File: src/core/pmc_pkg.sv
// Power mode controller package: register map, field positions, reset values,
// mode states, timing constants and the packed control bundle.
// Assumes a 200 MHz system clock and 32-bit register data.
package pmc_pkg;

   // Register byte offsets
   localparam logic [7:0]  OFS_CTRL        = 8'h00;
   localparam logic [7:0]  OFS_CTRL_STAT   = 8'h04;

   // Control register field positions
   localparam int          CTRL_STOP_LP_BIT = 0;
   localparam int          CTRL_PDDS_BIT   = 1;
   localparam int          CTRL_CWUF_BIT   = 2;
   localparam int          CTRL_CSBF_BIT   = 3;
   localparam int          CTRL_PVDE_BIT   = 4;
   localparam int          CTRL_LEVEL_LSB  = 5;
   localparam int          CTRL_LEVEL_W    = 3;
   localparam int          CTRL_DBP_BIT    = 8;
   localparam int          CTRL_FLASH_PD_BIT = 9;

   // Control/status register field positions
   localparam int          STAT_WAKE_FLAG_BIT = 0;
   localparam int          STAT_STBY_FLAG_BIT = 1;
   localparam int          STAT_DET_FLAG_BIT  = 2;
   localparam int          STAT_READY_BIT     = 3;
   localparam int          STAT_PIN_EN_BIT    = 8;
   localparam int          STAT_BRE_BIT    = 9;

   // Values after reset
   localparam logic [31:0] CTRL_RESET      = 32'h0000_0000;
   localparam logic [31:0] STAT_RESET      = 32'h0000_0000;
   localparam logic [2:0]  LEVEL_RESET     = 3'h0;

   // Wake-up startup delays out of Stop
   localparam int          CLK_PERIOD_NS   = 5;
   localparam int          FLASH_WAKE_NS   = 1000;
   localparam int          LPREG_WAKE_NS   = 500;
   localparam int          FLASH_WAKE_CYC  = (FLASH_WAKE_NS + CLK_PERIOD_NS - 1) / CLK_PERIOD_NS;
   localparam int          LPREG_WAKE_CYC  = (LPREG_WAKE_NS + CLK_PERIOD_NS - 1) / CLK_PERIOD_NS;
   localparam int          WAKE_CNT_W      = 12;

   // Number of detector threshold levels, 2.0V up to 3.0V
   localparam int          DET_LEVELS      = 8;

   typedef enum logic [2:0] {
      PMC_RUN,
      PMC_SLEEP,
      PMC_STOP,
      PMC_STANDBY,
      PMC_WAKE
   } pmc_mode_t;

   // Controls toward clock, supply and flash logic
   typedef struct packed {
      logic coreHalt;
      logic clkDomainStop;
      logic pllOscOff;
      logic regLowPower;
      logic regOff;
      logic flashPowerDown;
   } pmc_power_t;

   // Standby exit sources
   typedef struct packed {
      logic rtcAlarmA;
      logic rtcAlarmB;
      logic rtcWakeup;
      logic rtcTamper;
      logic rtcTimeStamp;
      logic resetPin;
      logic watchdogReset;
   } pmc_wake_src_t;

endpackage : pmc_pkg

File: src/core/pmc_power_mode_controller.sv
// Power mode controller: backup write gate, supply detector selection,
// Sleep/Stop/Standby sequencing, wake pin, backup regulator flags.
// Assumes all inputs synchronous to clk_sys and a simple peripheral-bus
// slave with setup and access phases (psel, penable, pready).
`timescale 1ns/1ps
module pmc_power_mode_controller
   import pmc_pkg::*;
#(
   parameter int ADDR_W         = 8,
   parameter int FLASH_WAKE     = FLASH_WAKE_CYC,
   parameter int LPREG_WAKE     = LPREG_WAKE_CYC
)(
   input  wire logic                  clk_sys,
   input  wire logic                  rst_n,
   input  wire logic                  periphReset,
   // Register bus
   input  wire logic                  psel,
   input  wire logic                  penable,
   input  wire logic                  pwrite,
   input  wire logic [ADDR_W-1:0]     paddr,
   input  wire logic [31:0]           pwdata,
   output logic      [31:0]           prdata,
   output logic                       pready,
   output logic                       pslverr,
   // Core handshake
   input  wire logic                  cpuWaitReq,
   input  wire logic                  cpuDeepSleep,
   input  wire logic                  irqAck,
   input  wire logic                  eventLineAny,
   // Wake sources
   input  wire logic                  wakePin,
   input  wire pmc_wake_src_t         wakeSrc,
   // Supply detector and regulators
   input  wire logic [DET_LEVELS-1:0] supplyAbove,
   input  wire logic                  backupRegReadyIn,
   input  wire logic                  rdpDowngradeReq,
   output logic      [2:0]            detectLevelSel,
   output logic                       detectorEnable,
   output logic                       eventLine16,
   output logic                       wakePinPullDown,
   output logic                       backupRegEnable,
   output logic                       backupWriteEnable,
   output logic                       backupSramErase,
   output pmc_power_t                 powerCtl,
   output pmc_mode_t                  powerMode
);

   // Elaboration-time refusal of unsupported address widths and wake counts
   if (ADDR_W < 3 || FLASH_WAKE < 1 || LPREG_WAKE < 1 ||
       FLASH_WAKE >= (1 << WAKE_CNT_W) || LPREG_WAKE >= (1 << WAKE_CNT_W))
   begin : g_badParam
      $error("pmc_power_mode_controller: unsupported parameter value");
   end

   // Registers
   logic            stopLp_q, pdds_q, pvde_q, dbp_q, flashPd_q;
   logic [2:0]      level_q;
   logic            wakeFlag_q, stbyFlag_q, pinEn_q, bre_q;
   logic            pinLast_q;
   logic [31:0]     rdata_q;
   pmc_mode_t       mode_q, mode_d;
   logic [WAKE_CNT_W-1:0] wakeCnt_q, wakeCnt_d;

   // Bus decode
   wire logic       setupPhase  = psel & ~penable;
   wire logic       accessPhase = psel & penable;
   wire logic       hitCtrl     = (paddr == ADDR_W'(OFS_CTRL));
   wire logic       hitStat     = (paddr == ADDR_W'(OFS_CTRL_STAT));
   wire logic       hitAny      = hitCtrl | hitStat;
   wire logic       wrCtrl      = accessPhase & pwrite & hitCtrl;
   wire logic       wrStat      = accessPhase & pwrite & hitStat;

   // Supply detector: flag set while enabled outside Standby and the supply sits below the threshold
   wire logic       detActive   = pvde_q & (mode_q != PMC_STANDBY);
   wire logic       belowLevel  = ~supplyAbove[level_q];
   wire logic       detFlag     = detActive & belowLevel;

   // Wake pin edges; pins are synchronous so a single stage suffices
   wire logic       pinRise     = pinEn_q & wakePin & ~pinLast_q;
   wire logic       pinEnOnHigh = wrStat & pwdata[STAT_PIN_EN_BIT] & ~pinEn_q & wakePin;
   wire logic       rtcWake     = wakeSrc.rtcAlarmA | wakeSrc.rtcAlarmB | wakeSrc.rtcWakeup |
                                  wakeSrc.rtcTamper | wakeSrc.rtcTimeStamp;
   wire logic       wakeEvent   = pinRise | rtcWake | pinEnOnHigh;
   wire logic       standbyExit = pinRise | rtcWake | wakeSrc.resetPin |
                                  wakeSrc.watchdogReset;
   wire logic       leaveStandby = (mode_q == PMC_STANDBY) & standbyExit;

   // Control register images
   wire logic [31:0] ctrlImage =
        (32'h1 << CTRL_STOP_LP_BIT) * {31'h0, stopLp_q} |
        (32'h1 << CTRL_PDDS_BIT) * {31'h0, pdds_q} |
        (32'h1 << CTRL_PVDE_BIT) * {31'h0, pvde_q} |
        ({29'h0, level_q} << CTRL_LEVEL_LSB) |
        (32'h1 << CTRL_DBP_BIT)  * {31'h0, dbp_q} |
        (32'h1 << CTRL_FLASH_PD_BIT) * {31'h0, flashPd_q};
   // Ready flag comes straight from the regulator, so no reset can clear it
   wire logic [31:0] statImage =
        (32'h1 << STAT_WAKE_FLAG_BIT) * {31'h0, wakeFlag_q} |
        (32'h1 << STAT_STBY_FLAG_BIT) * {31'h0, stbyFlag_q} |
        (32'h1 << STAT_DET_FLAG_BIT)  * {31'h0, detFlag} |
        (32'h1 << STAT_READY_BIT) * {31'h0, backupRegReadyIn} |
        (32'h1 << STAT_PIN_EN_BIT) * {31'h0, pinEn_q} |
        (32'h1 << STAT_BRE_BIT)  * {31'h0, bre_q};
   wire logic [31:0] readMux = hitCtrl ? ctrlImage : (hitStat ? statImage : 32'h0);

   // Clear strobes; a new event in the same cycle wins over the clear
   wire logic       clrWake     = wrCtrl & pwdata[CTRL_CWUF_BIT];
   wire logic       clrStby     = wrCtrl & pwdata[CTRL_CSBF_BIT];

   // Control words lost in Standby or on a peripheral reset
   wire logic       ctrlDefault = periphReset | leaveStandby;

   // Startup delay out of Stop depends on what was powered down
   wire logic [WAKE_CNT_W-1:0] flashDelay = flashPd_q ? WAKE_CNT_W'(FLASH_WAKE) : '0;
   wire logic [WAKE_CNT_W-1:0] lpDelay    = stopLp_q ? WAKE_CNT_W'(LPREG_WAKE) : '0;
   wire logic [WAKE_CNT_W-1:0] stopDelay  = (flashDelay > lpDelay) ? flashDelay : lpDelay;

   always_comb
   begin
      mode_d    = mode_q;
      wakeCnt_d = wakeCnt_q;
      case (mode_q)
         PMC_RUN:
         begin
            if (cpuWaitReq)
            begin
               if (!cpuDeepSleep)
                  mode_d = PMC_SLEEP;
               else if (pdds_q)
                  mode_d = PMC_STANDBY;
               else
                  mode_d = PMC_STOP;
            end
         end
         PMC_SLEEP:
         begin
            if (irqAck | eventLineAny)
               mode_d = PMC_RUN;
         end
         PMC_STOP:
         begin
            if (eventLineAny)
            begin
               wakeCnt_d = stopDelay;
               mode_d    = (stopDelay == '0) ? PMC_RUN : PMC_WAKE;
            end
         end
         PMC_STANDBY:
         begin
            if (standbyExit)
               mode_d = PMC_RUN;
         end
         PMC_WAKE:
         begin
            wakeCnt_d = wakeCnt_q - WAKE_CNT_W'(1);
            if (wakeCnt_q == WAKE_CNT_W'(1))
               mode_d = PMC_RUN;
         end
         default:
            mode_d = PMC_RUN;
      endcase
   end

   always_ff @(posedge clk_sys)
   begin
      if (!rst_n)
      begin
         mode_q    <= PMC_RUN;
         wakeCnt_q <= '0;
      end
      else
      begin
         mode_q    <= mode_d;
         wakeCnt_q <= wakeCnt_d;
      end
   end

   // Control register
   always_ff @(posedge clk_sys)
   begin
      if (!rst_n || ctrlDefault)
      begin
         stopLp_q  <= CTRL_RESET[CTRL_STOP_LP_BIT];
         pdds_q    <= CTRL_RESET[CTRL_PDDS_BIT];
         pvde_q    <= CTRL_RESET[CTRL_PVDE_BIT];
         level_q   <= LEVEL_RESET;
         dbp_q     <= CTRL_RESET[CTRL_DBP_BIT];
         flashPd_q <= CTRL_RESET[CTRL_FLASH_PD_BIT];
      end
      else if (wrCtrl)
      begin
         stopLp_q  <= pwdata[CTRL_STOP_LP_BIT];
         pdds_q    <= pwdata[CTRL_PDDS_BIT];
         pvde_q    <= pwdata[CTRL_PVDE_BIT];
         level_q   <= pwdata[CTRL_LEVEL_LSB +: CTRL_LEVEL_W];
         dbp_q     <= pwdata[CTRL_DBP_BIT];
         flashPd_q <= pwdata[CTRL_FLASH_PD_BIT];
      end
   end

   // Status flags and status-register controls
   always_ff @(posedge clk_sys)
   begin
      if (!rst_n || periphReset)
      begin
         wakeFlag_q <= STAT_RESET[STAT_WAKE_FLAG_BIT];
         stbyFlag_q <= STAT_RESET[STAT_STBY_FLAG_BIT];
         pinEn_q    <= STAT_RESET[STAT_PIN_EN_BIT];
         bre_q      <= STAT_RESET[STAT_BRE_BIT];
      end
      else
      begin
         if (wakeEvent)
            wakeFlag_q <= 1'b1;
         else if (clrWake)
            wakeFlag_q <= 1'b0;
         if (leaveStandby)
            stbyFlag_q <= 1'b1;
         else if (clrStby)
            stbyFlag_q <= 1'b0;
         if (wrStat)
         begin
            pinEn_q <= pwdata[STAT_PIN_EN_BIT];
            bre_q  <= pwdata[STAT_BRE_BIT];
         end
      end
   end

   always_ff @(posedge clk_sys)
   begin
      if (!rst_n)
         pinLast_q <= 1'b0;
      else
         pinLast_q <= wakePin;
   end

   // Read data is caught in the setup phase so the access phase needs no wait
   always_ff @(posedge clk_sys)
   begin
      if (!rst_n)
         rdata_q <= '0;
      else if (setupPhase & ~pwrite)
         rdata_q <= readMux;
   end

   assign prdata  = rdata_q;
   assign pready  = 1'b1;
   assign pslverr = accessPhase & ~hitAny;

   // Analog and system controls
   assign detectLevelSel    = level_q;
   assign detectorEnable    = detActive;
   assign eventLine16       = detFlag;
   assign wakePinPullDown   = pinEn_q;
   assign backupRegEnable   = bre_q;
   assign backupWriteEnable = dbp_q;
   // Tamper inputs are deliberately not wired here
   assign backupSramErase   = rdpDowngradeReq;
   assign powerMode         = mode_q;

   // Stop keeps the regulator on unless low power is chosen; Standby cuts it
   assign powerCtl.coreHalt       = (mode_q != PMC_RUN);
   assign powerCtl.clkDomainStop  = (mode_q == PMC_STOP) | (mode_q == PMC_STANDBY);
   assign powerCtl.pllOscOff      = (mode_q == PMC_STOP) | (mode_q == PMC_STANDBY);
   assign powerCtl.regLowPower    = (mode_q == PMC_STOP) & stopLp_q;
   assign powerCtl.regOff         = (mode_q == PMC_STANDBY);
   assign powerCtl.flashPowerDown = ((mode_q == PMC_STOP) | (mode_q == PMC_WAKE)) & flashPd_q;

endmodule : pmc_power_mode_controller

File: config.mk
export PLATFORM = sky130hd
export DESIGN_NAME = pmc_power_mode_controller
export DESIGN_NICKNAME = d
export VERILOG_FILES = /design/src/core/pmc_pkg.sv /design/src/core/pmc_power_mode_controller.sv
export SDC_FILE = /design/constraint.sdc
export NUM_CORES = 1
export LEC_CHECK = 0
export BUFFER_PORTS_ARGS = -buffer_cell sky130_fd_sc_hd__clkbuf_2
export CAP_MARGIN = 20
export CORE_MARGIN = 5
export CORE_UTILIZATION = 45
export CTS_CLUSTER_DIAMETER = 100
export CTS_CLUSTER_SIZE = 10
export DETAILED_ROUTE_END_ITERATION = 6
export HOLD_SLACK_MARGIN = 0.12
export PLACE_DENSITY = 0.81
export SKIP_CTS_REPAIR_TIMING = 1
export SLEW_MARGIN = 25
export SYNTH_ARGS = -nofsm -noshare
export SYNTH_HDL_FRONTEND = slang
export SYNTH_SLANG_ARGS = --single-unit
File: constraint.sdc
create_clock -name clk_sys -period 2.4 [get_ports clk_sys]
set_clock_uncertainty 0.15 [all_clocks]
set_input_delay 0.48 -clock clk_sys [delete_from_list [all_inputs] [get_ports clk_sys]]
set_output_delay 0.48 -clock clk_sys [all_outputs]
set_load 0.1 [all_outputs]
# == Word level (Yosys, flattened, before mapping) ==
# Index checks and enable logic that the tools add are counted.
# totals
register_bits,60
input_bits,68
output_inout_bits,52
wordCells,111
# op_classes
add_sub_neg,1
n_lt_le_gt_ge,2
eq_ne,12
muxes,22
n_bitwise,48
n_reduce_logical,12
# op_table
op,n
one-hot mux 12 bit (2 select lines),1
2-to-1 mux 10 bit,2
bitwise OR 9 x 10 -> 10 bit,2
AND 1 bit,19
2-to-1 mux 3 bit,6
2-to-1 mux 8 bit,2
one-hot mux 3 bit (5 select lines),1
bitwise OR 1 bit,13
"== test 12 x 1 -> 1 bit, second input constant",1
zero test 12 bit,1
2-to-1 mux 12 bit,1
"subtractor 12 x 1 -> 12 bit, second input constant",1
bitwise OR 4 x 9 -> 9 bit,1
bitwise OR 8 x 9 -> 9 bit,1
"== test 8 x 3 -> 1 bit, second input constant",1
greater-than comparator 8 x 7 -> 1 bit,1
zero test 8 bit,1
"inequality test 2 bit, second input constant",4
bitwise OR 5 x 8 -> 8 bit,1
2-to-1 mux 7 bit,1
"== test 3 x 2 -> 1 bit, second input constant",2
2-to-1 mux 1 bit,6
NOT 1 bit,6
nonzero test 2 bit,3
17 further kinds,19

# == Depth between registers and ports, before layout ==
# Gate-level depths: netlist of the first run.
# depth
word_depth,10
ltp_mapped,7
ltp_nobuf,6

# == Worst setup path after synthesis of the first run ==
# OpenSTA, ideal clock, no wires.
# synth_timing
kind,register to output
startpoint,"register mode_q[2], in the netlist powerMode[2]"
endpoint,output eventLine16
arrival_ps,2928
required_time_ps,1770
slack_ps,-1158
path_stages_with_launch,4
n_path_buf,0
cell_sequence,dfxtp_1 > nand3b_1 > and2_1 > and2_1
# synth_via
elab_chain_cells,3
# synth_lines
item,line,rtl
"start, declared",pmc_power_mode_controller.sv:61,"pmc_mode_t mode_q, mode_d;"
"start signal, assigned",pmc_power_mode_controller.sv:173,mode_q <= mode_d;
inequality test 3 x 2 -> 1 bit,pmc_power_mode_controller.sv:74,wire logic detActive = pvde_q & (mode_q != PMC_STANDBY);
AND 1 bit,pmc_power_mode_controller.sv:74,
net detectorEnable,pmc_power_mode_controller.sv:38,"output logic detectorEnable,"
AND 1 bit,pmc_power_mode_controller.sv:76,wire logic detFlag = detActive & belowLevel;
"end, declared",pmc_power_mode_controller.sv:39,"output logic eventLine16,"
# The timed path passes the listed nets, and every way through them passes these cells.

# == Worst setup path in the final report of the first run ==
# layout_timing
startpoint,"register level_q[0], in the netlist detectLevelSel[0]"
endpoint,output eventLine16
# layout_via
elab_chain_cells,4
# layout_lines
item,line,rtl
"start, declared",pmc_power_mode_controller.sv:57,logic [2:0] level_q;
"start signal, assigned",pmc_power_mode_controller.sv:195,level_q <= pwdata[CTRL_LEVEL_LSB +: CTRL_LEVEL_W];
binary-select mux 1 bit (select 3 bit),pmc_power_mode_controller.sv:75,wire logic belowLevel = ~supplyAbove[level_q];
2-to-1 mux 1 bit (not written as such),pmc_power_mode_controller.sv:75,
NOT 1 bit,pmc_power_mode_controller.sv:75,
AND 1 bit,pmc_power_mode_controller.sv:76,
# Every way passes these cells. The select of a mux whose other input is x is not followed.

==> reports/qor.yml, run 1 <==
cp-start-kind: "flip-flop"
relSlewSlack_pct: 63.04
clkPwrFrac_pct: 28.5
use_met2_pct: 30.55
arrival_ns: 1.74
yosysWarnings: 0
tightestPinTransition_ns: 0.5568
setup_ws_ns: 0.03090
syn2layout_area_growth_pct: 24.57
clock-sinks: 38
drt_iter0_drc: 102
clk_latency_ns: 0.29
regToRegStartpoint: "wakeCnt_q[0]"
endpoint: "eventLine16"
num-nets-final: 397
dr.pass1.iters: 4
wl_per_cell_um: 13.97
synthCells: 250
gr-total-overflow: 0
fin_hold_ws_ns: 0.2687
final_cell_mix: "clkbuf_2 (69), dfxtp_1 (33), nor2_1 (25), conb_1 (23), a21oi_1 (19)"
cp.required_ns: 1.77
cp_slowest_cell: "mux4_2"
fin_crit_ns: 2.369
clkTransAtPathRegs_ns: 0.08
initial_utilization_pct: 46.46
root_buffer: "clkbuf_8"
ios: 120
crit_path_end_kind: "primary output"
ys_ff_latch: 38
clk_path_buf_depth: 2
avgSynthCellArea_sq_um: 8.778
post-place-ws_ns: 0.1163
met3_usage_pct: 5.418
crit_chain: "mux4_2, mux2i_2, and2_4, buf_12"
antenna_left: 0
stdcell_area_sq_um: 2734
cp_slowest_stage_delay_ns: 0.50
dp_hpwl_mm: 4.346
synth_edf_count: 0
synth_area_sq_um: 2195
slew_violations: 0
diodes: 0
power_leakage_nw: 1.127
die_x_um: 79.84
drc: 0
r2r_cells: 5
dieArea_sq_um: 6374
worstHoldPathType: "input pin to flip-flop"
core-area_sq_um: 4723
path_max_fanout: 4
gp_congestion: 0.8392
io_buffers: 72
grt_first_pass_wirelength_mm: 9.135
finalHoldViolations: 0
die_h_um: 79.84
power.net_switching_mw: 0.6679
rows: 25
crit_path_start: "detectLevelSel[0]"
utilization_pct: 57.88
cts_tree: "done"
final_common_cell: "clkbuf_2"
fmax_ghz: 0.4221
crit_type: "flip-flop to primary output"
period_share_pct: 98.71
antenna_found_initial: 0
grt_usage_pct: 17.91
ys.flop_type: "dfxtp_1"
first_global_vias: 1999
async_flop_share_pct: 0
combPwrFrac_pct: 30.5
ys_seq_area_share_pct: 34.66
top_usage_layer: "met2"
seqPwrFrac_pct: 41.1
grt_setup_unrepaired: "yes"
ys_types: 50
vias: 2109
pwr_density_cell_nw_per_um2: 598.7
viasPerCell: 5.339
numCtsBuffers: 5
internal_power_mw: 0.9688
grt_max_degree: 15
r2r_setup_slack_ns: 0.43
cts_max_level: 2
drt-total-wl_mm: 5.520
placed_area_sq_um: 2624
met1_usage_pct: 21.01
drv_cap: 0
r2r-end: "powerMode[0]"
setup_viol: 0
drive_gt1_share_pct: 36.89
peakVddDrop_mv: 0.3721
status: "finished clean"
switching_share_pct: 40.81
synthesized netlist by cell type, drive strengths merged (7+ instances only):
master  count  area (sq um)
inv         8         30.03
nor3        8         60.06
or4         7         63.81
nand2       9         33.78
a22oi       9         67.56
mux2i      13         130.1
a21oi      20         100.1
dfxtp      38         760.7
buf        29         212.7
nor2       26         97.59
o21ai       7         35.03
per-stage QoR:
| stage | std cells | total power [mW] | setup TNS (ns) |
|---|---|---|---|
| final | 395 | 1.637 | 0 |
| after global routing | 395 | 1.700 | -0.05288 |
| after CTS | 394 | 1.647 | -0.03808 |
| after detailed placement | 386 | 1.186 | 0 |
| after global placement | 386 | 1.178 | 0 |
| after floorplan | 271 | 1.133 | -0.2111 |
how the worst min path moves through the flow:
stage / startpoint / endpoint / slack [ns] / depth (start not counted)
floorplan: wakeCnt_q[9] / wakeCnt_q[9] / 0.32 / 2
global placement: prdata[9] / prdata[9] / 0.29 / 2
detailed placement: prdata[9] / prdata[9] / 0.29 / 2
CTS: pwdata[0] / stopLp_q / 0.26 / 3
global route: pwdata[6] / detectLevelSel[1] / 0.27 / 3
finish: pwdata[5] / detectLevelSel[0] / 0.27 / 3
critical path: cells and delay by family, from the launching register on:
kind / cells / cell delay (ns)
flip-flops: 1 / 0.38
AND/OR/NAND/NOR: 1 / 0.19
buffers and inverters: 1 / 0.17
multiplexers: 2 / 0.70
power groups by stage:
stage | combinational, mW | clock, mW | sequential (mW)
after floorplan | 0.415 | 0 | 0.718
after global placement | 0.492 | 0 | 0.687
after detailed placement | 0.497 | 0 | 0.689
after CTS | 0.498 | 0.476 | 0.673
after global routing | 0.522 | 0.502 | 0.676
final | 0.498 | 0.466 | 0.672
logic make-up after synthesis:
group	synth area share, %
multiplexers	7.981
AND/OR/NAND/NOR	25.03
AO/OA/AOI/OAI	18.76
buffers and inverters	12.09
other	0.3422
adder cells (fa/ha/maj)	1.140
flip-flops	34.66
registers in the layout, summed over array words and instances, names as in the netlist:
name / count
wakePinPullDown: 1
detectLevelSel: 3
pvde_q: 1
backupRegEnable: 1
flashPd_q: 1
stbyFlag_q: 1
pdds_q: 1
wakeCnt_q: 12
pinLast_q: 1
wakeFlag_q: 1
prdata: 10
backupWriteEnable: 1
stopLp_q: 1
powerMode: 3
layer usage:
layer / vias up / share of wire (%)
met5: - / 0
met4: 0 / 1.3
met3: 8 / 9.8
met2: 95 / 48
met1: 994 / 40
li1: 1012 / -
area by class of cell:
cell class                 count  area, sq um
clock buffer                   6        82.58
clock inverter                 2        12.51
fill                         418         1989
inverter                       9        37.54
multi-input combinational    190         1267
sequential                    38        774.5
tap                           67        83.83
timing repair buffer          83        475.5
Power figures use the tool's default switching activity.
==> run 2: changes to the inputs <==
GPL_TIMING_DRIVEN = 0   (was default)
==> run 2 against run 1 <==
  * Utilization increased by 3.3 points
  * Die area unchanged
  * Via count increased by 1.7%
  * Total power rose by 2.0%
  * Highest routed layer unchanged
  * Fmax is 0.49% higher
  * Setup slack improved by 0.012 ns
  * Combinational power is 11% higher
  * Sequential power down 3%
  * Count of clock-buffer cells in the layout is the same
  * Critical path depth is the same
==> reports/qor.yml, run 2 (synthesis results as in run 1) <==
fmax_ghz: 0.4242  # +0.49%
placed_area_sq_um: 2748  # +4.7%
finalHoldViolations: 0  # unchanged
initial_utilization_pct: 46.46  # unchanged
regToRegStartpoint: "wakeCnt_q[0]"
ios: 120  # unchanged
first_global_vias: 2051  # +2.6%
gp_congestion: 0.7853  # -6.4%
dp_hpwl_mm: 4.312  # -0.77%
grt_setup_unrepaired: "yes"
fin_tns_setup_ns: 0  # unchanged
diodes: 0  # unchanged
drc: 0  # unchanged
rows: 25  # unchanged
cp.depth: 4  # unchanged
io_buffers: 73  # +1.4%
cp_slowest_stage_delay_ns: 0.50  # about the same
path_max_fanout: 4  # unchanged
crit_chain: "mux4_2, mux2i_2, and2_4, buf_12"
r2r-end: "wakeCnt_q[8]"
dp.cells: 411  # +6.5%
antenna_left: 0  # unchanged
clock-sinks: 38  # unchanged
grt_first_pass_wirelength_mm: 9.066  # -0.76%
fin_hold_ws_ns: 0.2655  # -0.003166 ns
num-nets-final: 423  # +6.5%
grt_max_degree: 13  # -2
status: "finished clean"
numCtsBuffers: 5  # unchanged
viasPerCell: 5.095  # -4.6%
period_share_pct: 98.23  # -0.49 points
clkTransAtPathRegs_ns: 0.08  # about the same
syn2layout_area_growth_pct: 31.64
crit_path_start: "detectLevelSel[0]"
fillers: 424  # +1.4%
worstHoldPathType: "input pin to flip-flop"
drt_iter0_drc: 102  # unchanged
r2r_setup_slack_ns: 0.38  # -0.05 ns
die_x_um: 79.84  # unchanged
grt_usage_pct: 17.90  # about the same
r2r_cells: 6  # +1
cp_slowest_cell: "mux4_2"
crit_buf_inv: 1  # unchanged
clk_latency_ns: 0.29  # about the same
arrival_ns: 1.73  # about the same
cp-start-kind: "flip-flop"
setup_viol: 0  # unchanged
slew_violations: 0  # unchanged
endpoint: "eventLine16"
peakVddDrop_mv: 0.4005  # +7.6%
utilization_pct: 61.17  # +3.3 points
wl_per_cell_um: 13.06  # -6.5%
clk_path_buf_depth: 2  # unchanged
setup_ws_ns: 0.04255  # +0.01164 ns
drv_cap: 0  # unchanged
cts_tree: "done"
final_common_cell: "clkbuf_2"
post-place-ws_ns: -0.06585  # -0.1821 ns
dr.pass1.iters: 4  # unchanged
root_buffer: "clkbuf_8"
final_cells: 421  # +6.6%
core-area_sq_um: 4723  # unchanged
cp.required_ns: 1.77  # about the same
pwr_density_cell_nw_per_um2: 577.7  # -3.5%
vias: 2145  # +1.7%
relSlewSlack_pct: 52.68  # -10 points
crit_type: "flip-flop to primary output"
final_cell_mix: "clkbuf_2 (70), dfxtp_1 (33), buf_4 (30), nor2_1 (25), conb_1 (23)"
drt-total-wl_mm: 5.498  # -0.40%
largest-register: "wakeCnt_q"
cts_max_level: 2  # unchanged
antenna_found_initial: 0  # unchanged
crit_path_end_kind: "primary output"
cp_top_family: "multiplexers"
drive_gt1_share_pct: 40.11  # +3.2 points
total_power_mw: 1.669  # +2.0%
largest_reg_flops: 12  # unchanged
fin_crit_ns: 2.357  # -0.01164 ns
tightestPinTransition_ns: 0.7009  # +0.1441 ns
die_h_um: 79.84  # unchanged
dieArea_sq_um: 6374  # unchanged
gr-total-overflow: 0  # unchanged
power_leakage_nw: 1.240  # +10%
stdcell_area_sq_um: 2889  # +5.7%
## run 2: cell types whose count changed in the layout (fill, tap and decap cells not counted)
cell	delta
buf_4	+18
buf_2	+3
clkbuf_1	+5
clkbuf_2	+1
nor3_2	-1
nor4_1	-1
nor3_1	+1
buf_12	-1
nor4_2	+1
## run 2: worst min-delay path by stage
stage | start | end | slack [ns] | depth (start not counted)
4_1_cts | pwdata[0] | stopLp_q | 0.27 | 3
3_5_place_dp | prdata[9] | prdata[9] | 0.30 | 2
2_1_floorplan | wakeCnt_q[9] | wakeCnt_q[9] | 0.32 | 2
3_3_place_gp | prdata[1] | prdata[1] | 0.30 | 2
6_report | pwdata[0] | stopLp_q | 0.27 | 3
5_1_grt | pwdata[0] | stopLp_q | 0.27 | 3
## run 2: area by class of cell
type	instances	area [sq um]	share of cell area, %
timing repair buffer	75	397.9	13.77
clock buffer	6	82.58	2.858
clock inverter	2	12.51	0.4331
sequential	38	774.5	26.81
tap	67	83.83	2.902
multi-input combinational	190	1269	43.92
inverter	9	37.54	1.299
buffer	34	231.5	8.012
## run 2: tightest hold or removal path: stages
cell      delay, ns
clkbuf_2       0.07
mux2i_1        0.05
nor2_1         0.07
## run 2: routing by layer
metal / share of wire (%) / wire [um] / GRT usage, % / vias to the layer above
li1: - / - / - / 1067
met1: 40 / 2206 / 20.15 / 986
met2: 48 / 2645 / 31.30 / 88
met3: 11 / 599 / 6.772 / 4
met4: 0.85 / 47 / 5.236 / 0
met5: 0 / 0 / 0 / -
## run 2: power by group
part	leakage, nW	total, mW	switching [mW]	internal, mW
Clock	0.0472	0.461	0.230	0.231
Sequential	0.310	0.654	0.0118	0.642
Combinational	0.883	0.554	0.433	0.122
